[config.mk]
export PLATFORM = sky130hd
export DESIGN_NAME = serial_port
export DESIGN_NICKNAME = d
export VERILOG_FILES = /design/src/hdl/serial_port_pkg.sv /design/src/hdl/serial_frame_if.sv /design/src/hdl/serial_rx_shifter.sv /design/src/hdl/serial_port.sv
export SDC_FILE = /design/constraint.sdc
export NUM_CORES = 1
export LEC_CHECK = 0
export BUFFER_PORTS_ARGS = -buffer_cell sky130_fd_sc_hd__buf_2
export CORE_MARGIN = 2
export CORE_UTILIZATION = 55
export DETAILED_ROUTE_END_ITERATION = 8
export PLACE_DENSITY = 0.72
export SLEW_MARGIN = 30
export SYNTH_ARGS = -nofsm -noshare
export SYNTH_HDL_FRONTEND = slang
export SYNTH_SLANG_ARGS = --single-unit
[constraint.sdc]
create_clock -name clock -period 203.4 [get_ports clock]
set_clock_uncertainty 0.15 [all_clocks]
set_input_delay 10.17 -clock clock [delete_from_list [all_inputs] [get_ports clock]]
set_output_delay 10.17 -clock clock [all_outputs]
set_load 0.05 [all_outputs]
[src/hdl/serial_port_pkg.sv]
/*
  Package for the serial port with modem-signal handshake: rate table,
  character lengths, flow policies, register map and reset values.
  Assumes a 100 MHz system clock and a single asynchronous reset.
*/
package serial_port_pkg;

  localparam int unsigned CLOCK_HZ = 100_000_000;

  // Rate selection codes, rate_200 first
  typedef enum logic [3:0] {
    rate_200, rate_300, rate_600, rate_1200, rate_1800, rate_2400,
    rate_4800, rate_9600, rate_19200, rate_38400, rate_57600, rate_115200
  } bit_rate_t;
  localparam int unsigned RATE_COUNT = 12;

  // Character lengths, code 0 is five bits
  typedef enum logic [1:0] {
    five_bit_chars, six_bit_chars, seven_bit_chars, eight_bit_chars
  } char_length_t;

  // Flow policies for the request and ready lines
  typedef enum logic [2:0] {
    auto_key_request, request_forced_low, request_forced_high,
    request_clear_gated, software_driven_lines
  } flow_policy_t;

  // Operating modes
  typedef enum logic {
    normal_mode, extended_mode
  } op_mode_t;

  // Register map, byte addresses
  localparam logic [3:0] CONFIG_ADDR  = 4'h0;
  localparam logic [3:0] LINES_ADDR   = 4'h4;
  localparam logic [3:0] TXDATA_ADDR  = 4'h8;
  localparam logic [3:0] RXDATA_ADDR  = 4'hc;

  // Config field positions
  localparam int unsigned CFG_RATE_LSB   = 0;
  localparam int unsigned CFG_LEN_LSB    = 4;
  localparam int unsigned CFG_POLICY_LSB = 8;
  localparam int unsigned CFG_MODE_BIT   = 12;

  // Lines field positions
  localparam int unsigned LN_RTS_BIT = 0;
  localparam int unsigned LN_DTR_BIT = 1;
  localparam int unsigned LN_CTS_BIT = 4;
  localparam int unsigned LN_DSR_BIT = 5;
  localparam int unsigned LN_DCD_BIT = 6;
  localparam int unsigned LN_RTS_OUT_BIT = 8;
  localparam int unsigned LN_BUSY_BIT    = 9;

  // Tx and rx data/status field positions
  localparam int unsigned ST_TX_FULL_BIT  = 8;
  localparam int unsigned ST_RX_VALID_BIT = 9;
  localparam int unsigned ST_RX_FERR_BIT  = 10;
  localparam int unsigned ST_RX_OVR_BIT   = 11;

  // Reset values
  localparam bit_rate_t    RATE_RESET   = rate_9600;
  localparam char_length_t LEN_RESET    = eight_bit_chars;
  localparam flow_policy_t POLICY_RESET = auto_key_request;
  localparam op_mode_t     MODE_RESET   = normal_mode;

  // Clock cycles per bit for each rate code
  function automatic logic [19:0] bit_cycles(input bit_rate_t r);
    int unsigned bps;
    case (r)
      rate_200:    bps = 200;
      rate_300:    bps = 300;
      rate_600:    bps = 600;
      rate_1200:   bps = 1200;
      rate_1800:   bps = 1800;
      rate_2400:   bps = 2400;
      rate_4800:   bps = 4800;
      rate_9600:   bps = 9600;
      rate_19200:  bps = 19200;
      rate_38400:  bps = 38400;
      rate_57600:  bps = 57600;
      default:     bps = 115200;
    endcase
    return 20'(CLOCK_HZ / bps);
  endfunction : bit_cycles

endpackage : serial_port_pkg

[src/hdl/serial_frame_if.sv]
/*
  Interface between the serial port top and its receive shifter.
  Assumes both ends run on the same system clock.
*/
`timescale 1ns/100ps
interface serial_frame_if;
  import serial_port_pkg::*;
  logic [19:0]  bit_len;   // Cycles per bit
  char_length_t char_len;  // Active character length
  logic         line;      // Synchronised receive line
  logic         valid;     // One-cycle pulse, character ready
  logic [7:0]   data;      // Received character
  logic         frame_err; // Stop bit sampled low

  modport ctrl (output bit_len, char_len, line, input valid, data, frame_err);
  modport rx   (input bit_len, char_len, line, output valid, data, frame_err);
endinterface : serial_frame_if

[src/hdl/serial_rx_shifter.sv]
/*
  Receive shifter: samples each bit mid-cell and assembles a character
  of five to eight bits. Assumes the line is already synchronised.
*/
`timescale 1ns/100ps
module serial_rx_shifter
  import serial_port_pkg::*;
(
  // System
  input  wire logic clock,
  input  wire logic resetn,
  // Frame side
  serial_frame_if.rx fr
);

  typedef enum logic [1:0] {RX_IDLE, RX_START, RX_DATA, RX_STOP} rx_state_t;

  typedef struct packed {
    rx_state_t   state;
    logic [19:0] cnt;
    logic [2:0]  idx;
    logic [7:0]  shift;
    logic        valid;
    logic [7:0]  data;
    logic        ferr;
  } rx_t;

  rx_t s_q;
  rx_t s_d;

  // Next state of the shifter
  always_comb begin
    s_d       = s_q;
    s_d.valid = 1'b0;
    case (s_q.state)
      RX_IDLE: begin
        if (!fr.line) begin
          s_d.state = RX_START;
          s_d.cnt   = {1'b0, fr.bit_len[19:1]}; // Half cell to mid-bit
        end
      end
      RX_START: begin
        if (s_q.cnt != 20'h0) begin
          s_d.cnt = s_q.cnt - 20'h1;
        end else if (fr.line) begin
          s_d.state = RX_IDLE; // Glitch, not a start bit
        end else begin
          s_d.state = RX_DATA;
          s_d.cnt   = fr.bit_len - 20'h1;
          s_d.idx   = 3'h0;
          s_d.shift = 8'h00;
        end
      end
      RX_DATA: begin
        if (s_q.cnt != 20'h0) begin
          s_d.cnt = s_q.cnt - 20'h1;
        end else begin
          s_d.shift[s_q.idx] = fr.line; // LSB first
          s_d.cnt            = fr.bit_len - 20'h1;
          if (s_q.idx == {1'b0, fr.char_len} + 3'h4) begin
            s_d.state = RX_STOP;
          end else begin
            s_d.idx = s_q.idx + 3'h1;
          end
        end
      end
      RX_STOP: begin
        if (s_q.cnt != 20'h0) begin
          s_d.cnt = s_q.cnt - 20'h1;
        end else begin
          s_d.state = RX_IDLE;
          s_d.valid = 1'b1;
          s_d.data  = s_q.shift;
          s_d.ferr  = !fr.line;
        end
      end
      default: s_d.state = RX_IDLE;
    endcase
  end

  // State register
  always_ff @(posedge clock or negedge resetn) begin
    if (!resetn) begin
      s_q <= '{state: RX_IDLE, default: '0};
    end else begin
      s_q <= s_d;
    end
  end

  assign fr.valid     = s_q.valid;
  assign fr.data      = s_q.data;
  assign fr.frame_err = s_q.ferr;

endmodule : serial_rx_shifter

[src/hdl/serial_port.sv]
/*
  Serial port with selectable rate, character length and modem-signal
  flow policies, reached through a plain register port.
  Assumes modem inputs and the receive line are asynchronous pins.
*/
// Overview of operation
// Twelve bit rates, 200 to 115200 selectable
// Five to eight data bits selectable
// Auto keying: RTS during transmission only
// Forced modes hold RTS low or high
// Clear-gated: raise RTS when CTS inactive
// Clear-gated: send after CTS, then release
// Manual: software drives RTS and DTR
// Normal mode: plain data, no extras
// Extended mode: frame status beside data
// Done only after final stop bit leaves
`timescale 1ns/100ps
module serial_port
  import serial_port_pkg::*;
(
  // System
  input  wire logic        clock,
  input  wire logic        resetn,
  // Register port
  input  wire logic [3:0]  addr,
  input  wire logic [31:0] wdata,
  input  wire logic        wr,
  input  wire logic        rd,
  output logic      [31:0] rdata,
  // Serial line
  output logic             txd,
  input  wire logic        rxd,
  // Modem signals, active high
  output logic             rts,
  output logic             dtr,
  input  wire logic        cts,
  input  wire logic        dsr,
  input  wire logic        dcd
);

  typedef enum logic [2:0] {
    TX_IDLE, TX_KEY, TX_START, TX_DATA, TX_STOP
  } tx_state_t;

  typedef struct packed {
    bit_rate_t    rate;
    char_length_t len;
    flow_policy_t policy;
    op_mode_t     mode;
    logic         sw_rts;
    logic         sw_dtr;
    logic [3:0]   sync1_all; // First stage: dcd dsr cts rxd
    logic [3:0]   sync2;
    logic         tx_full;
    logic [7:0]   tx_hold;
    tx_state_t    tx_state;
    logic [19:0]  tx_cnt;
    logic [2:0]   tx_idx;
    logic [7:0]   tx_shift;
    logic         txd;
    logic         rts_out;
    logic         rx_valid;
    logic [7:0]   rx_data;
    logic         rx_ferr;
    logic         rx_ovr;
    logic [31:0]  rdata;
  } port_t;

  port_t s_q;
  port_t s_d;

  serial_frame_if fr ();

  // Receive shifter shares the clock and rate
  serial_rx_shifter u_rx (
    .clock  (clock),
    .resetn (resetn),
    .fr     (fr.rx)
  );

  assign fr.bit_len  = bit_cycles(s_q.rate);
  assign fr.char_len = s_q.len;
  assign fr.line     = s_q.sync2[0];

  // Synchronised pins: bit 0 rxd, 1 cts, 2 dsr, 3 dcd
  logic cts_s;
  logic dsr_s;
  logic dcd_s;
  logic last_bit;
  assign cts_s = s_q.sync2[1];
  assign dsr_s = s_q.sync2[2];
  assign dcd_s = s_q.sync2[3];
  assign last_bit = (s_q.tx_idx == {1'b0, s_q.len} + 3'h4);

  // Next state of the whole port
  always_comb begin
    s_d           = s_q;
    s_d.sync1_all = {dcd, dsr, cts, rxd};
    s_d.sync2     = s_q.sync1_all;
    s_d.rdata     = 32'h0;

    // Register writes
    if (wr) begin
      case (addr)
        CONFIG_ADDR: begin
          if (wdata[CFG_RATE_LSB +: 4] < 4'(RATE_COUNT)) begin
            s_d.rate = bit_rate_t'(wdata[CFG_RATE_LSB +: 4]);
          end
          s_d.len  = char_length_t'(wdata[CFG_LEN_LSB +: 2]);
          if (wdata[CFG_POLICY_LSB +: 3] <= 3'(software_driven_lines)) begin
            s_d.policy = flow_policy_t'(wdata[CFG_POLICY_LSB +: 3]);
          end
          s_d.mode = op_mode_t'(wdata[CFG_MODE_BIT]);
        end
        LINES_ADDR: begin
          s_d.sw_rts = wdata[LN_RTS_BIT];
          s_d.sw_dtr = wdata[LN_DTR_BIT];
        end
        TXDATA_ADDR: begin
          if (!s_q.tx_full) begin // Write while full is dropped
            s_d.tx_full = 1'b1;
            s_d.tx_hold = wdata[7:0];
          end
        end
        default: ;
      endcase
    end

    // Register reads, data shown the next cycle
    if (rd) begin
      case (addr)
        CONFIG_ADDR: begin
          s_d.rdata[CFG_RATE_LSB +: 4]   = s_q.rate;
          s_d.rdata[CFG_LEN_LSB +: 2]    = s_q.len;
          s_d.rdata[CFG_POLICY_LSB +: 3] = s_q.policy;
          s_d.rdata[CFG_MODE_BIT]        = s_q.mode;
        end
        LINES_ADDR: begin
          s_d.rdata[LN_RTS_BIT]     = s_q.sw_rts;
          s_d.rdata[LN_DTR_BIT]     = s_q.sw_dtr;
          s_d.rdata[LN_CTS_BIT]     = cts_s;
          s_d.rdata[LN_DSR_BIT]     = dsr_s;
          s_d.rdata[LN_DCD_BIT]     = dcd_s;
          s_d.rdata[LN_RTS_OUT_BIT] = s_q.rts_out;
          s_d.rdata[LN_BUSY_BIT]    = s_q.tx_state != TX_IDLE || s_q.tx_full;
        end
        TXDATA_ADDR: begin
          s_d.rdata[ST_TX_FULL_BIT]  = s_q.tx_full;
          s_d.rdata[ST_RX_VALID_BIT] = s_q.rx_valid;
        end
        RXDATA_ADDR: begin
          s_d.rdata[7:0] = s_q.rx_data;
          s_d.rdata[ST_RX_VALID_BIT] = s_q.rx_valid;
          if (s_q.mode == extended_mode) begin
            s_d.rdata[ST_RX_FERR_BIT] = s_q.rx_ferr;
            s_d.rdata[ST_RX_OVR_BIT]  = s_q.rx_ovr;
          end                                  // Normal hides them
          s_d.rx_valid = 1'b0;
          s_d.rx_ovr   = 1'b0;
        end
        default: ;
      endcase
    end

    // New character wins over the read clear
    if (fr.valid) begin
      s_d.rx_ovr   = s_q.rx_valid && !(rd && addr == RXDATA_ADDR) ? 1'b1 : s_d.rx_ovr;
      s_d.rx_valid = 1'b1;
      s_d.rx_data  = fr.data;
      s_d.rx_ferr  = fr.frame_err;
    end

    // Transmitter
    case (s_q.tx_state)
      TX_IDLE: begin
        s_d.txd = 1'b1;
        if (s_q.tx_full) begin
          s_d.tx_state = TX_KEY;
        end
      end
      TX_KEY: begin
        // Clear-gated waits for the far end
        if (s_q.policy != request_clear_gated || cts_s) begin
          s_d.tx_state = TX_START;
          s_d.tx_shift = s_q.tx_hold;
          s_d.tx_full  = 1'b0;
          s_d.tx_cnt   = fr.bit_len - 20'h1;
          s_d.txd      = 1'b0;
        end
      end
      TX_START: begin
        if (s_q.tx_cnt != 20'h0) begin
          s_d.tx_cnt = s_q.tx_cnt - 20'h1;
        end else begin
          s_d.tx_state = TX_DATA;
          s_d.tx_idx   = 3'h0;
          s_d.txd      = s_q.tx_shift[0];
          s_d.tx_cnt   = fr.bit_len - 20'h1;
        end
      end
      TX_DATA: begin
        if (s_q.tx_cnt != 20'h0) begin
          s_d.tx_cnt = s_q.tx_cnt - 20'h1;
        end else begin
          s_d.tx_cnt = fr.bit_len - 20'h1;
          if (last_bit) begin
            s_d.tx_state = TX_STOP;
            s_d.txd      = 1'b1;
          end else begin
            s_d.tx_idx = s_q.tx_idx + 3'h1;
            s_d.txd    = s_q.tx_shift[s_q.tx_idx + 3'h1];
          end
        end
      end
      TX_STOP: begin
        if (s_q.tx_cnt != 20'h0) begin
          s_d.tx_cnt = s_q.tx_cnt - 20'h1;
        end else begin
          // Queued character keys at once, so RTS never dips between frames
          s_d.tx_state = s_d.tx_full ? TX_KEY : TX_IDLE;
        end
      end
      default: s_d.tx_state = TX_IDLE;
    endcase

    // Request line per policy; queued character keeps it keyed
    case (s_q.policy)
      auto_key_request:      s_d.rts_out = s_d.tx_state != TX_IDLE;
      request_clear_gated:   s_d.rts_out = s_d.tx_state != TX_IDLE;
      request_forced_low:    s_d.rts_out = 1'b0;
      request_forced_high:   s_d.rts_out = 1'b1;
      software_driven_lines: s_d.rts_out = s_d.sw_rts;
      default:               s_d.rts_out = 1'b0;
    endcase
  end

  // State register
  always_ff @(posedge clock or negedge resetn) begin
    if (!resetn) begin
      s_q <= '{rate: RATE_RESET, len: LEN_RESET, policy: POLICY_RESET,
               mode: MODE_RESET, tx_state: TX_IDLE, txd: 1'b1,
               sync1_all: 4'hf, sync2: 4'hf, default: '0};
    end else begin
      s_q <= s_d;
    end
  end

  assign rdata = s_q.rdata;
  assign txd   = s_q.txd;
  assign rts   = s_q.rts_out;
  assign dtr   = (s_q.policy == software_driven_lines) ? s_q.sw_dtr : 1'b1;

endmodule : serial_port

==> out/qor.txt <==
YOSYS
----------------------------------------------------------------------------------------
Async SR Flop Fraction                                                              100%
Share of Yosys cell area claimed by the top area cell type                         14.7%
Mean instance size in the synthesized netlist                                   7.33 µm²
Top post-synthesis cells by count                                           sky130_fd_sc_hd__nor2_1 (376), sky130_fd_sc_hd__nand2_1 (332), sky130_fd_sc_hd__a21oi_1 (328), sky130_fd_sc_hd__ha_1 (317), sky130_fd_sc_hd__o21ai_0 (273)
Cell type with the highest aggregate area in the netlist                    sky130_fd_sc_hd__ha_1
Total standard cell area after synthesis                                       27100 µm²
Yosys Warn Count                                                                       0
Top cells by area, synth                                                    sky130_fd_sc_hd__ha_1 (15%), sky130_fd_sc_hd__dfrtp_1 (11%), sky130_fd_sc_hd__a21oi_1 (6.1%)
Most used standard cell by instance count after synthesis                   sky130_fd_sc_hd__nor2_1
Gate count of the mapped netlist                                                    3694
Cell variety after synth                                                             122
Count of flip-flops with a built-in enable after synthesis                             0
Proportion of synthesized chip area in sequential cells                            12.3%
Register bit total from synthesis                                                    132
Main flop type after synthesis                                              sky130_fd_sc_hd__dfrtp_1

WORST SETUP PATH
----------------------------------------------------------------------------------------
CP max stage delay                                                                770 ps
Critical path type                                                               reg2reg
Cell type group with the largest total delay on the critical path           compound AO/OA/AOI/OAI gates
Required time at the endpoint of the critical path                             203590 ps
Worst reg-to-reg setup slack                                                   121790 ps
Startpoint types                                                                    flop
CP Capture Type                                                                     flop
CP Data Arrival Time                                                            81800 ps
Logic depth of the worst register-to-register path                                   359
Cell count along the critical path                                                   359
Crit path buf inv count                                                               20
Cell at the slowest stage of the critical path                              sky130_fd_sc_hd__o21ai_1
Most Frequent Cell on Critical Path                                         sky130_fd_sc_hd__a21oi_1
Critical path fanouts, max                                                            34

STA
----------------------------------------------------------------------------------------
Aggregate negative setup slack                                                      0 ps
Unrepaired setup endpoints after global routing                                       no
Maximum clock frequency                                                       0.0123 GHz
Number of max-slew violations in the final report                                      0
Worst Tran Pin Value                                                             1040 ps
Headroom to the max-slew limit                                                     30.7%
Setup violation total in the final timing report                                       0
Portion of the clock cycle consumed by the worst path in the final layout          40.1%
Final period demand of the worst path                                           81610 ps
Post-route worst setup slack                                                   121790 ps
Final hold violations                                                                  0

FINISH
----------------------------------------------------------------------------------------
Final cell count without fillers                                                    4342
Final antenna diode count                                                              0
Layout overhead on the synthesized area                                            5.20%
Layout cells sized above 1                                                         10.1%
Net count reported at finish                                                        4029

CLOCKING
----------------------------------------------------------------------------------------
CTS HTree Levels                                                                       4
CTS max path bufs                                                                      2
TritonCTS clock tree                                                               built
Clock Sinks                                                                          132
Clock insertion delay at the later pin of the skew report                         420 ps
Clk pin slew, worst setup/hold paths                                               60 ps
CTS Hold Buffers Added                                                                 0
Post CTS Setup Buffer Count                                                            0
CTS Root Buffer Type                                                        sky130_fd_sc_hd__clkbuf_16
TritonCTS Buffers                                                                     17
Number of instances resized during post-cts repair                                     0

PLACEMENT
----------------------------------------------------------------------------------------
HPWL after DPL                                                                  58400 µm
Final weighted congestion in routability-driven placement                          0.928
Post-placement cell count                                                           4309
Port-buffer cells                                                                     39
Pre-CTS setup slack                                                            123300 ps

ROUTING
----------------------------------------------------------------------------------------
Via count of the routed design                                                     27500
Wire length after detailed routing                                              76700 µm
Avg WL per Cell                                                                  17.7 µm
Per-cell via count in the routed design                                             6.33
Remaining DRCs                                                                         0
DRT Pass-1 Iters                                                                       5
Drt first-iter violations                                                           2106
Post-route antenna net violation count                                                 0

GLOBAL ROUTE
----------------------------------------------------------------------------------------
Number of antenna violations at the first check in global routing                      0
Via count of the first global-routing pass                                         25000
Tot GR Track Use                                                                   29.5%
Overflow left after global routing                                                     0
Global-route wire length before repair                                         125000 µm
Maximum number of pins on one net before global-route repair                          82

FLOORPLANNING
----------------------------------------------------------------------------------------
Core Region                                                                    48700 µm²
Initial cell density of the core                                                   55.5%
Row Count                                                                             81
Area of the die                                                                51000 µm²
Top-level I/O count                                                                   79
X dimension of the die                                                            226 µm
Vertical die dimension                                                            226 µm

HOLD PATH
----------------------------------------------------------------------------------------
Hold Crit Depth                                                                        0
Hold/Removal Path Class                                                          reg2reg

RUN
----------------------------------------------------------------------------------------
Max Cap Violations                                                                     0

RUN STATUS
----------------------------------------------------------------------------------------
Run status                                                                  finished clean

flip-flops by register name (all words and copies together), names as in the netlist, named ones only:
signal             count
s_q                   64
u_rx.s_q              32
rdata                 13
u_rx.fr.data           8
s_d                    4
fr.char_len            2
cts_s                  1
dcd_s                  1
dsr_s                  1
fr.line                1
rts                    1
txd                    1
u_rx.fr.frame_err      1
u_rx.fr.valid          1
per-stage QoR:
step	util [%]	hold WS (ps)	area [µm²]
5_1_grt	58.4	208	28500
2_1_floorplan	-	195	27100
6_report	58.4	206	28500
3_3_place_gp	57.2	196	27900
4_1_cts	58.4	207	28400
3_5_place_dp	57.2	199	27900
metal layers:
metal,vias up,share of wire (%),global-route usage (%)
met1,12800,46,40.0
met3,133,5.4,2.55
met2,774,45,48.7
met5,-,0,0
li1,13700,-,-
met4,0,3.6,10.6
final timing paths:
path,start,endpoint
max,s_q[104],u_rx.s_q[33]
min,s_d[91],dcd_s
max reg2reg,s_q[104],u_rx.s_q[33]
min reg2reg,s_d[91],dcd_s
max in group asynchronous,resetn,s_q[107]
min in group asynchronous,resetn,rdata[3]
logic make-up (layout without fill, tap and decap cells):
family / count (synthesis) / count (layout) / share of synthesized area [%]
multiplexers: 146 / 146 / 6.02
XOR/XNOR: 224 / 224 / 7.25
AO/OA/AOI/OAI: 1282 / 1282 / 31.1
adder cells (fa/ha/maj): 320 / 320 / 14.9
AND/OR/NAND/NOR: 1323 / 1323 / 24.2
buffers and inverters: 266 / 229 / 4.24
flip-flops: 132 / 132 / 12.3
other: 1 / 22 / 0.0139
area by class of cell:
| cell class | count | area (µm²) |
|---|---|---|
| timing repair buffer | 85 | 548 |
| multi-input combinational | 3317 | 22800 |
| inverter | 112 | 420 |
| fill | 4688 | 20300 |
| clock buffer | 20 | 457 |
| tap | 664 | 831 |
| clock inverter | 12 | 106 |
| sequential | 132 | 3320 |
cells in the final DEF, fill, tap and decap left out, types with 16 or more instances in the layout:
cell type,count
sky130_fd_sc_hd__nand2b_1,64
sky130_fd_sc_hd__o21ai_1,20
sky130_fd_sc_hd__nand2_1,332
sky130_fd_sc_hd__a31oi_1,44
sky130_fd_sc_hd__a211oi_1,31
sky130_fd_sc_hd__buf_4,44
sky130_fd_sc_hd__xnor2_1,157
sky130_fd_sc_hd__inv_1,107
sky130_fd_sc_hd__a21oi_1,324
sky130_fd_sc_hd__o22ai_1,16
sky130_fd_sc_hd__or2_2,41
sky130_fd_sc_hd__ha_1,317
sky130_fd_sc_hd__conb_1,22
sky130_fd_sc_hd__nor4_1,32
sky130_fd_sc_hd__nor3_1,119
sky130_fd_sc_hd__a22oi_1,18
sky130_fd_sc_hd__a21o_1,113
sky130_fd_sc_hd__xor2_1,67
sky130_fd_sc_hd__dfrtp_1,117
sky130_fd_sc_hd__o31a_1,17
sky130_fd_sc_hd__o21ai_0,271
sky130_fd_sc_hd__and2_1,38
sky130_fd_sc_hd__or3_1,52
sky130_fd_sc_hd__o21bai_1,23
sky130_fd_sc_hd__mux2i_1,30
sky130_fd_sc_hd__nor2_1,376
sky130_fd_sc_hd__o31ai_1,60
sky130_fd_sc_hd__nand3_1,73
sky130_fd_sc_hd__and3_1,28
sky130_fd_sc_hd__o21a_1,108
sky130_fd_sc_hd__buf_2,39
sky130_fd_sc_hd__o211ai_1,34
sky130_fd_sc_hd__nor2b_1,51
sky130_fd_sc_hd__clkbuf_16,17
sky130_fd_sc_hd__mux2_2,113
sky130_fd_sc_hd__nand4_1,30
Power is not shown: default switching activity piles up to over one toggle a cycle in this logic, so the estimate is an artifact.
